**config.mk**
```make
export PLATFORM = sky130hd
export DESIGN_NAME = bsearch_seq
export DESIGN_NICKNAME = d
export VERILOG_FILES = /design/src/core/bsearch_pkg.sv /design/src/core/bsearch_seq.sv
export SDC_FILE = /design/constraint.sdc
export NUM_CORES = 2
export LEC_CHECK = 0
export BUFFER_PORTS_ARGS = -buffer_cell sky130_fd_sc_hd__buf_2
export CAP_MARGIN = 20
export CORE_MARGIN = 2
export CORE_UTILIZATION = 35
export DETAILED_ROUTE_END_ITERATION = 7
export GPL_TIMING_DRIVEN = 0
export SYNTH_ARGS = -nofsm -noshare
export SYNTH_HDL_FRONTEND = slang
export SYNTH_SLANG_ARGS = --single-unit
```
**constraint.sdc**
```tcl
create_clock -name core_clk -period 9.3 [get_ports core_clk]
set_input_delay 0.93 -clock core_clk [delete_from_list [all_inputs] [get_ports core_clk]]
set_output_delay 0.93 -clock core_clk [all_outputs]
set_load 0.1 [all_outputs]
```
**src/core/bsearch_pkg.sv**
```systemverilog
// Package with register map, encodings and field constants of the binary search sequencer
package bsearch_pkg;
    // Register byte offsets
    localparam logic [7:0] OFS_CTRL = 8'h00;
    localparam logic [7:0] OFS_MODE = 8'h04;
    localparam logic [7:0] OFS_START = 8'h08;
    localparam logic [7:0] OFS_STOP = 8'h0c;
    localparam logic [7:0] OFS_SYNC = 8'h10;
    localparam logic [7:0] OFS_SYNC_OFS = 8'h14;
    localparam logic [7:0] OFS_PRIM = 8'h18;
    localparam logic [7:0] OFS_STATUS = 8'h1c;
    localparam logic [7:0] OFS_MASK = 8'h20;
    localparam logic [7:0] OFS_RESULT = 8'h24;
    localparam logic [7:0] OFS_RESOL = 8'h28;
    // Mode register fields
    localparam int MODE_CTL_BIT = 0;
    localparam int MODE_ABORT_LSB = 4;
    localparam int MODE_POST_LSB = 8;
    // Encodings
    localparam logic MODE_NORMAL = 1'b0;
    localparam logic MODE_CAUTIOUS = 1'b1;
    localparam logic [1:0] ABORT_OFF = 2'h1;
    localparam logic [1:0] ABORT_ON = 2'h2;
    localparam logic [1:0] POST_START = 2'h1;
    localparam logic [1:0] POST_STOP = 2'h2;
    localparam logic [1:0] POST_TARGET = 2'h3;
    // Sync register fields
    localparam int SYNC_EN_BIT = 0;
    localparam int SYNC_POL_BIT = 1;
    localparam int SYNC_CH_LSB = 16;
    // Reset values
    localparam logic [31:0] MODE_RESET = 32'h0000_0110;
    localparam logic [31:0] RESOL_RESET = 32'h0000_0001;
    // Status bits
    localparam int ST_DONE = 0;
    localparam int ST_ABORT = 1;
    localparam int ST_RANGE = 2;
    localparam int ST_NUM = 3;
endpackage : bsearch_pkg

```
**src/core/bsearch_seq.sv**
```systemverilog
// Binary search sequencer with Avalon-MM register slave
`timescale 1ns/1ps
module bsearch_seq
    import bsearch_pkg::*;
#(
    parameter int W = 32
) (
    // Clock and reset
    input wire logic core_clk,
    input wire logic resetn,
    // Avalon-MM slave
    input wire logic [7:0] avs_address,
    input wire logic avs_read,
    input wire logic avs_write,
    input wire logic [31:0] avs_writedata,
    output logic [31:0] avs_readdata,
    output logic avs_waitrequest,
    // Source channel
    output logic signed [W-1:0] src_value,
    output logic [3:0] src_range,
    output logic src_strobe,
    // Synchronous source channel
    output logic signed [W-1:0] sync_value,
    output logic [3:0] sync_range,
    output logic [9:0] sync_chan,
    output logic sync_active,
    // Monitor channel
    output logic meas_req,
    input wire logic meas_ack,
    input wire logic target_above,
    input wire logic target_hit,
    input wire logic target_outside,
    // Abort sources, from outside the clock domain
    input wire logic comp_meas_pin,
    input wire logic comp_other_pin,
    input wire logic adc_ovf_pin,
    input wire logic osc_pin,
    // Interrupt
    output logic irq
);
    // Refuse widths the register bus cannot carry
    if (W < 8 || W > 32) begin : g_bad_width
        $error("W must be 8 to 32");
    end

    ////////////////////////////////////////////////////////////////////////////
    // Configuration registers
    logic [31:0] mode_q;            // Mode, abort and post fields
    logic signed [W-1:0] start_q;   // Search start value
    logic signed [W-1:0] stop_q;    // Search stop value
    logic [31:0] sync_q;            // Sync enable, polarity, channel
    logic signed [W-1:0] sync_ofs_q; // Sync offset
    logic [3:0] prim_range_q;       // Primary output range
    logic [W-1:0] resol_q;          // Setting resolution
    logic [ST_NUM-1:0] status_q;    // Sticky events
    logic [ST_NUM-1:0] mask_q;      // Interrupt mask
    logic [2:0] cause_q;            // Search end cause
    logic go;                       // Start request
    logic wr_acc;                   // Write accepted
    logic rd_acc;                   // Read accepted
    logic rd_pend_q;                // Read delay flag
    logic [ST_NUM-1:0] ev_set;      // Events this cycle

    // One wait state on reads, none on writes
    assign avs_waitrequest = avs_read && !rd_pend_q;
    assign wr_acc = avs_write;
    assign rd_acc = avs_read && rd_pend_q;
    assign go = wr_acc && avs_address == OFS_CTRL && avs_writedata[0];

    // Read wait state
    always_ff @(posedge core_clk) begin
        if (!resetn) rd_pend_q <= 1'b0;
        else rd_pend_q <= avs_read && !rd_pend_q;
    end

    // Configuration writes
    always_ff @(posedge core_clk) begin
        if (!resetn) begin
            mode_q <= MODE_RESET;
            start_q <= '0;
            stop_q <= '0;
            sync_q <= '0;
            sync_ofs_q <= '0;
            prim_range_q <= '0;
            resol_q <= W'(RESOL_RESET);
            mask_q <= '0;
        end else if (wr_acc) begin
            case (avs_address)
                OFS_MODE: mode_q <= avs_writedata & 32'h0000_0331;
                OFS_START: start_q <= avs_writedata[W-1:0];
                OFS_STOP: stop_q <= avs_writedata[W-1:0];
                OFS_SYNC: sync_q <= avs_writedata & 32'h03ff_0003;
                OFS_SYNC_OFS: sync_ofs_q <= avs_writedata[W-1:0];
                OFS_PRIM: begin
                    prim_range_q <= avs_writedata[3:0];
                    sync_q <= '0;
                end
                OFS_MASK: mask_q <= avs_writedata[ST_NUM-1:0];
                OFS_RESOL: resol_q <= avs_writedata[W-1:0];
                default: ;
            endcase
        end
    end

    ////////////////////////////////////////////////////////////////////////////
    // Abort input synchronisers
    logic [3:0] ab_s1_q;
    logic [3:0] ab_s2_q;
    always_ff @(posedge core_clk) begin
        if (!resetn) begin
            ab_s1_q <= '0;
            ab_s2_q <= '0;
        end else begin
            ab_s1_q <= {osc_pin, adc_ovf_pin, comp_other_pin, comp_meas_pin};
            ab_s2_q <= ab_s1_q;
        end
    end
    logic abort_en;
    logic abort_hit;
    assign abort_en = mode_q[MODE_ABORT_LSB +: 2] == ABORT_ON;
    assign abort_hit = abort_en && (|ab_s2_q);

    ////////////////////////////////////////////////////////////////////////////
    // Search state machine
    typedef enum {S_IDLE, S_OUT, S_MEAS, S_DONE} state_t;
    state_t st_q;
    logic [1:0] phase_q;            // 0 first point, 1 second, 2 iterate
    logic signed [W-1:0] out_q;     // Present output
    logic signed [W-1:0] step_q;    // Present step magnitude
    logic signed [W-1:0] hit_q;     // Output at target
    logic cautious;
    logic signed [W-1:0] span;
    logic signed [W-1:0] half;
    logic down;                     // Start exceeds stop
    assign cautious = mode_q[MODE_CTL_BIT] == MODE_CAUTIOUS;
    assign down = start_q > stop_q;
    assign span = down ? start_q - stop_q : stop_q - start_q;
    assign half = span >>> 1;

    // Post-search output choice
    // The final output is passed in, since hit_q is loaded on the same edge
    function automatic logic signed [W-1:0] post_val(input logic ab, input logic signed [W-1:0] at);
        if (ab) post_val = start_q;
        else case (mode_q[MODE_POST_LSB +: 2])
            POST_STOP: post_val = stop_q;
            POST_TARGET: post_val = at;
            default: post_val = start_q;
        endcase
    endfunction : post_val

    // Sequencer
    always_ff @(posedge core_clk) begin
        if (!resetn) begin
            st_q <= S_IDLE;
            phase_q <= '0;
            out_q <= '0;
            step_q <= '0;
            hit_q <= '0;
            cause_q <= '0;
            ev_set <= '0;
        end else begin
            ev_set <= '0;
            case (st_q)
                S_IDLE: if (go) begin
                    out_q <= start_q;
                    hit_q <= start_q;
                    phase_q <= 2'd0;
                    cause_q <= '0;
                    st_q <= S_OUT;
                end
                S_OUT: st_q <= S_MEAS;
                S_MEAS: if (abort_hit) begin
                    out_q <= post_val(1'b1, out_q);
                    cause_q <= 3'd1;
                    ev_set <= 3'b011;
                    st_q <= S_DONE;
                end else if (meas_ack) begin
                    if (phase_q == 2'd0) begin
                        phase_q <= 2'd1;
                        step_q <= half;
                        if (cautious) out_q <= down ? start_q - half : start_q + half;
                        else out_q <= stop_q;
                        st_q <= S_OUT;
                    end else if (phase_q == 2'd1 && !cautious && target_outside) begin
                        out_q <= post_val(1'b1, out_q);
                        cause_q <= 3'd2;
                        ev_set <= 3'b101;
                        st_q <= S_DONE;
                    end else if (target_hit) begin
                        hit_q <= out_q;
                        out_q <= post_val(1'b0, out_q);
                        ev_set <= 3'b001;
                        st_q <= S_DONE;
                    end else if (phase_q == 2'd1 && !cautious) begin
                        phase_q <= 2'd2;
                        out_q <= down ? stop_q + half : stop_q - half;
                        st_q <= S_OUT;
                    end else if ((step_q >>> 1) < $signed(resol_q) || step_q == '0) begin
                        hit_q <= out_q;
                        out_q <= post_val(1'b0, out_q);
                        cause_q <= 3'd3;
                        ev_set <= 3'b001;
                        st_q <= S_DONE;
                    end else begin
                        phase_q <= 2'd2;
                        step_q <= step_q >>> 1;
                        out_q <= target_above ? out_q + (step_q >>> 1) : out_q - (step_q >>> 1);
                        st_q <= S_OUT;
                    end
                end
                S_DONE: st_q <= S_IDLE;
                default: st_q <= S_IDLE;
            endcase
        end
    end

    // Source outputs
    assign src_value = out_q;
    assign src_range = prim_range_q;
    assign src_strobe = st_q == S_OUT || st_q == S_DONE;
    assign meas_req = st_q == S_MEAS;

    // Synchronous source follows primary
    always_ff @(posedge core_clk) begin
        if (!resetn) sync_value <= '0;
        else if (sync_q[SYNC_POL_BIT]) sync_value <= out_q + sync_ofs_q;
        else sync_value <= sync_ofs_q - out_q;
    end
    assign sync_range = prim_range_q;
    assign sync_chan = sync_q[SYNC_CH_LSB +: 10];
    assign sync_active = sync_q[SYNC_EN_BIT];

    ////////////////////////////////////////////////////////////////////////////
    // Status, interrupt and read data
    logic st_rd;
    assign st_rd = rd_acc && avs_address == OFS_STATUS;
    always_ff @(posedge core_clk) begin
        if (!resetn) status_q <= '0;
        else status_q <= (st_rd ? '0 : status_q) | ev_set;
    end
    assign irq = |(status_q & mask_q);

    // Read multiplexer, registered output
    always_ff @(posedge core_clk) begin
        if (!resetn) avs_readdata <= '0;
        else if (avs_read && !rd_pend_q) begin
            case (avs_address)
                OFS_CTRL: avs_readdata <= {31'h0, st_q != S_IDLE};
                OFS_MODE: avs_readdata <= mode_q;
                OFS_START: avs_readdata <= 32'(start_q);
                OFS_STOP: avs_readdata <= 32'(stop_q);
                OFS_SYNC: avs_readdata <= sync_q;
                OFS_SYNC_OFS: avs_readdata <= 32'(sync_ofs_q);
                OFS_PRIM: avs_readdata <= {28'h0, prim_range_q};
                OFS_STATUS: avs_readdata <= {21'h0, cause_q, 5'h0, status_q};
                OFS_MASK: avs_readdata <= {29'h0, mask_q};
                OFS_RESULT: avs_readdata <= 32'(hit_q);
                OFS_RESOL: avs_readdata <= 32'(resol_q);
                default: avs_readdata <= 32'h0;
            endcase
        end
    end

    ////////////////////////////////////////////////////////////////////////////
    // Checks
    chk_default_mode: assert property (@(posedge core_clk) $rose(resetn) |-> mode_q[0] == 1'b0)
        else $error("mode not normal after reset");
    chk_abort_ends: assert property (@(posedge core_clk) disable iff (!resetn)
        st_q == S_MEAS && abort_hit |=> st_q == S_DONE && out_q == start_q)
        else $error("abort did not end search at start");
    chk_abort_off: assert property (@(posedge core_clk) disable iff (!resetn)
        st_q == S_MEAS && mode_q[MODE_ABORT_LSB +: 2] != ABORT_ON |=> cause_q != 3'd1)
        else $error("abort active while disabled");
    chk_post_stop: assert property (@(posedge core_clk) disable iff (!resetn)
        st_q == S_MEAS && !abort_hit && meas_ack && target_hit && mode_q[9:8] == POST_STOP
        && !(phase_q == 2'd1 && !cautious && target_outside) && phase_q != 2'd0 |=> out_q == stop_q)
        else $error("post stop value wrong");
    chk_second_point: assert property (@(posedge core_clk) disable iff (!resetn)
        st_q == S_MEAS && !abort_hit && meas_ack && phase_q == 2'd0 && !cautious |=> out_q == stop_q)
        else $error("second output not stop");
    chk_cautious_second: assert property (@(posedge core_clk) disable iff (!resetn)
        st_q == S_MEAS && !abort_hit && meas_ack && phase_q == 2'd0 && cautious && !down
        |=> out_q == $past(start_q) + $past(half))
        else $error("cautious second output wrong");
    chk_step_halves: assert property (@(posedge core_clk) disable iff (!resetn)
        st_q == S_MEAS && phase_q == 2'd2 ##1 st_q == S_OUT |-> step_q == ($past(step_q) >>> 1))
        else $error("step not halved");
    chk_sync_pos: assert property (@(posedge core_clk) disable iff (!resetn)
        sync_q[1] && $stable(sync_q) |=> sync_value == $past(out_q) + $past(sync_ofs_q))
        else $error("sync output wrong");
    chk_sync_clear: assert property (@(posedge core_clk) disable iff (!resetn)
        wr_acc && avs_address == OFS_PRIM |=> sync_q == 32'h0)
        else $error("sync not cleared");
endmodule : bsearch_seq

```
==> impl_metrics.ini <==
[placed_design]
io_buffer_count = 168
gp_congestion = 1.008
dp_slack_ps = 341.1
dp_hpwl_um = 113000

[routing]
wire_per_inst_um = 26.80
vias_per_cell = 5.983
totalWireLength_um = 137900
drt_first_pass_iters = 7
vias = 30800
post-route-drc-count = 0
drt_iter0_markers = 3857
ant_nets = 0

[sta]
fin_crit_ps = 8996
tightest_slew_ps = 1276
clock.fmax_mhz = 111.2
finalMaxSlewViolations = 0
setup-violations-final = 0
maxSlewHeadroom_pct = 14.14
rsz0062_at_grt = no
whs_ps = 434.0
setup_tns_ps = 0
fin_ws_ps = 304.3
fin_skew_ps = 28.01
hold_violations = 0
finalCritPeriodShare_pct = 96.73

[clocking]
post_cts_buffers = 0
postCtsResizedCells = 0
htreeDepth = 2
clk_pin_slew_ps = 60
cts_tree = done
cts.path.max_buffers = 3
cts_buffers = 36
cts.sinks = 333
cts_hold_buf = 0
cts_root_buf = clkbuf_16
insertion_delay_ps = 560

[die]
start_util_pct = 35.33
ios = 171
die_area_um2 = 81880
die_y_um = 286.1
std_cell_rows = 103
core_region_area_um2 = 78870
fp.dieW_um = 286.1

[synthesis]
synth.avg_cell_area_um2 = 7.220
synth-seq-area-share_pct = 23.93
yosysTopAreaCell = dfxtp_1
synth_edf_count = 0
synth.most_common_cell = nand2_1
syn-num-nets = 4136
synth_area_um2 = 27860
synth_top_cell_area_share_pct = 23.93
yosys_warnings = 0
synth_area_leaders = dfxtp_1, ha_1, a21oi_1
ys_seq_elements = 333
ys_types = 98
synthCells = 3859
synthArstFlopShare_pct = 0
synth_common_cells = nand2_1, a21oi_1, dfxtp_1
ys.flop_type = dfxtp_1

[global_routing]
grt_pass1_wl_um = 196600
antenna_found_initial = 0
overflow = 0
grt_max_degree = 15
grt_pass1_vias = 29070
grt_usage_pct = 32.43

[worst_setup_path]
crit_arrival_ps = 9410
cp.required_ps = 9710
cpMostUsedCell = a21o_1
cp-start-kind = flop
cpPeakStageDelay_ps = 770
critPathSlowestCell = o221ai_1
end_kind = flop
worst-setup-path-type = flop to flop
path_max_fanout = 10

[run_status]
status = finished, final reports clean

[power]
peakVddDrop_mv = 0.1056
power_density_nw_per_um2 = 119.5
p_leak_nw = 12.90

[finish]
num-nets-final = 4351
drive_above_1_share_pct = 8.177
utilization_pct = 39.85
area_growth_pct = 12.80
fillers = 8436

[run]
maxCapViolations = 0

[hold_path]
hp-class = flop to flop
where the power goes:
part / switching, W / total [W] / internal (W) / leakage, nW
Clock: 0.000654 / 0.00158 / 0.000924 / 0.599
Combinational: 0.000498 / 0.000727 / 0.000230 / 9.61
Sequential: 0.0000101 / 0.00145 / 0.00144 / 2.69
Total: 0.00116 / 0.00375 / 0.00259 / 12.9
registers in the layout, indices dropped and copies added, names as in the netlist, 3 cells and up:
register,count
resol_q,32
mask_q,3
step_q,32
sync_value,32
mode_q,5
src_value,32
sync_q,12
status_q,3
avs_readdata,32
start_q,32
ev_set,3
ab_s1_q,4
ab_s2_q,4
stop_q,32
src_range,4
hit_q,32
sync_ofs_q,32
layer usage:
layer / global-route usage, % / wire, µm / up-vias
met1: 41.92 / 55930 / 14500
met2: 52.57 / 61100 / 1685
met3: 4.579 / 12870 / 333
met5: 0 / 0 / -
li1: - / - / 14280
met4: 16.64 / 8053 / 0
cell usage in the layout (no fill, tap or decap), types with 39 or more instances in the layout:
cell type	instances
nand2_1	580
a21oi_1	476
dfxtp_1	333
nor2_1	311
ha_1	219
o21ai_0	218
clkbuf_1	209
buf_2	184
inv_1	173
xnor2_1	104
xor2_1	100
nand3_1	91
a21o_1	87
nor3_1	70
o211ai_1	67
mux2i_1	59
a31oi_1	49
a221oi_1	45
a311oi_1	42
nand4_1	39
cell type report:
type                            instances  area (µm²)  area share (%)
Clock inverter                         17       280.3          0.8918
Multi-Input combinational cell       3096       19510           62.07
Buffer                                254        1089           3.464
Tap cell                             1050        1314           4.180
Inverter                              176       660.6           2.102
Timing Repair Buffer                  177       958.4           3.050
Sequential cell                       333        6666           21.21
Clock buffer                           44       950.9           3.026
Antenna cell                            1       2.502        0.007962
path summary, 6_finish.rpt:
check             slack, ps                     from                         end  cells past startpoint
setup reg to reg        300  start_q[3]$_SDFFE_PN0P_  src_value[31]$_SDFFE_PN0P_                     29
setup / recovery        300  start_q[3]$_SDFFE_PN0P_  src_value[31]$_SDFFE_PN0P_                     29
hold / removal          430    ab_s1_q[1]$_SDFF_PN0_       ab_s2_q[1]$_SDFF_PN0_                      1
hold reg to reg         430    ab_s1_q[1]$_SDFF_PN0_       ab_s2_q[1]$_SDFF_PN0_                      1
kinds of logic (layout without fill, tap and decap cells):
group | Yosys count | in the layout | share of synthesized area [%]
AOI/OAI and AO/OA | 1260 | 1260 | 28.60
other | 0 | 1 | 0
muxes | 66 | 66 | 2.443
adders and majority gates | 225 | 225 | 10.27
xor gates and xnor gates | 210 | 210 | 6.655
buffers and inverters | 430 | 668 | 6.274
DFF | 333 | 333 | 23.93
and+or+nand+nor | 1335 | 1335 | 21.84
per-stage QoR:
step | total power [W] | instances | instance area (µm²)
after global routing | 0.003850 | 5147 | 31430
after detailed placement | 0.002187 | 5085 | 30140
after floorplan | 0.001961 | 3859 | 27860
final | 0.003755 | 5148 | 31430
after CTS | 0.003741 | 5146 | 31370
after global placement | 0.002180 | 5077 | 30020
critical path, delay by kind of cell (launching register included):
family                     cells  cell delay, ps
AOI/OAI and AO/OA             12            3350
and+or+nand+nor               10            3010
adders and majority gates      2             710
buffers and inverters          4             870
xor gates and xnor gates       1             270
DFF                            1             620
No activity file was read; power rests on OpenSTA's default activity.
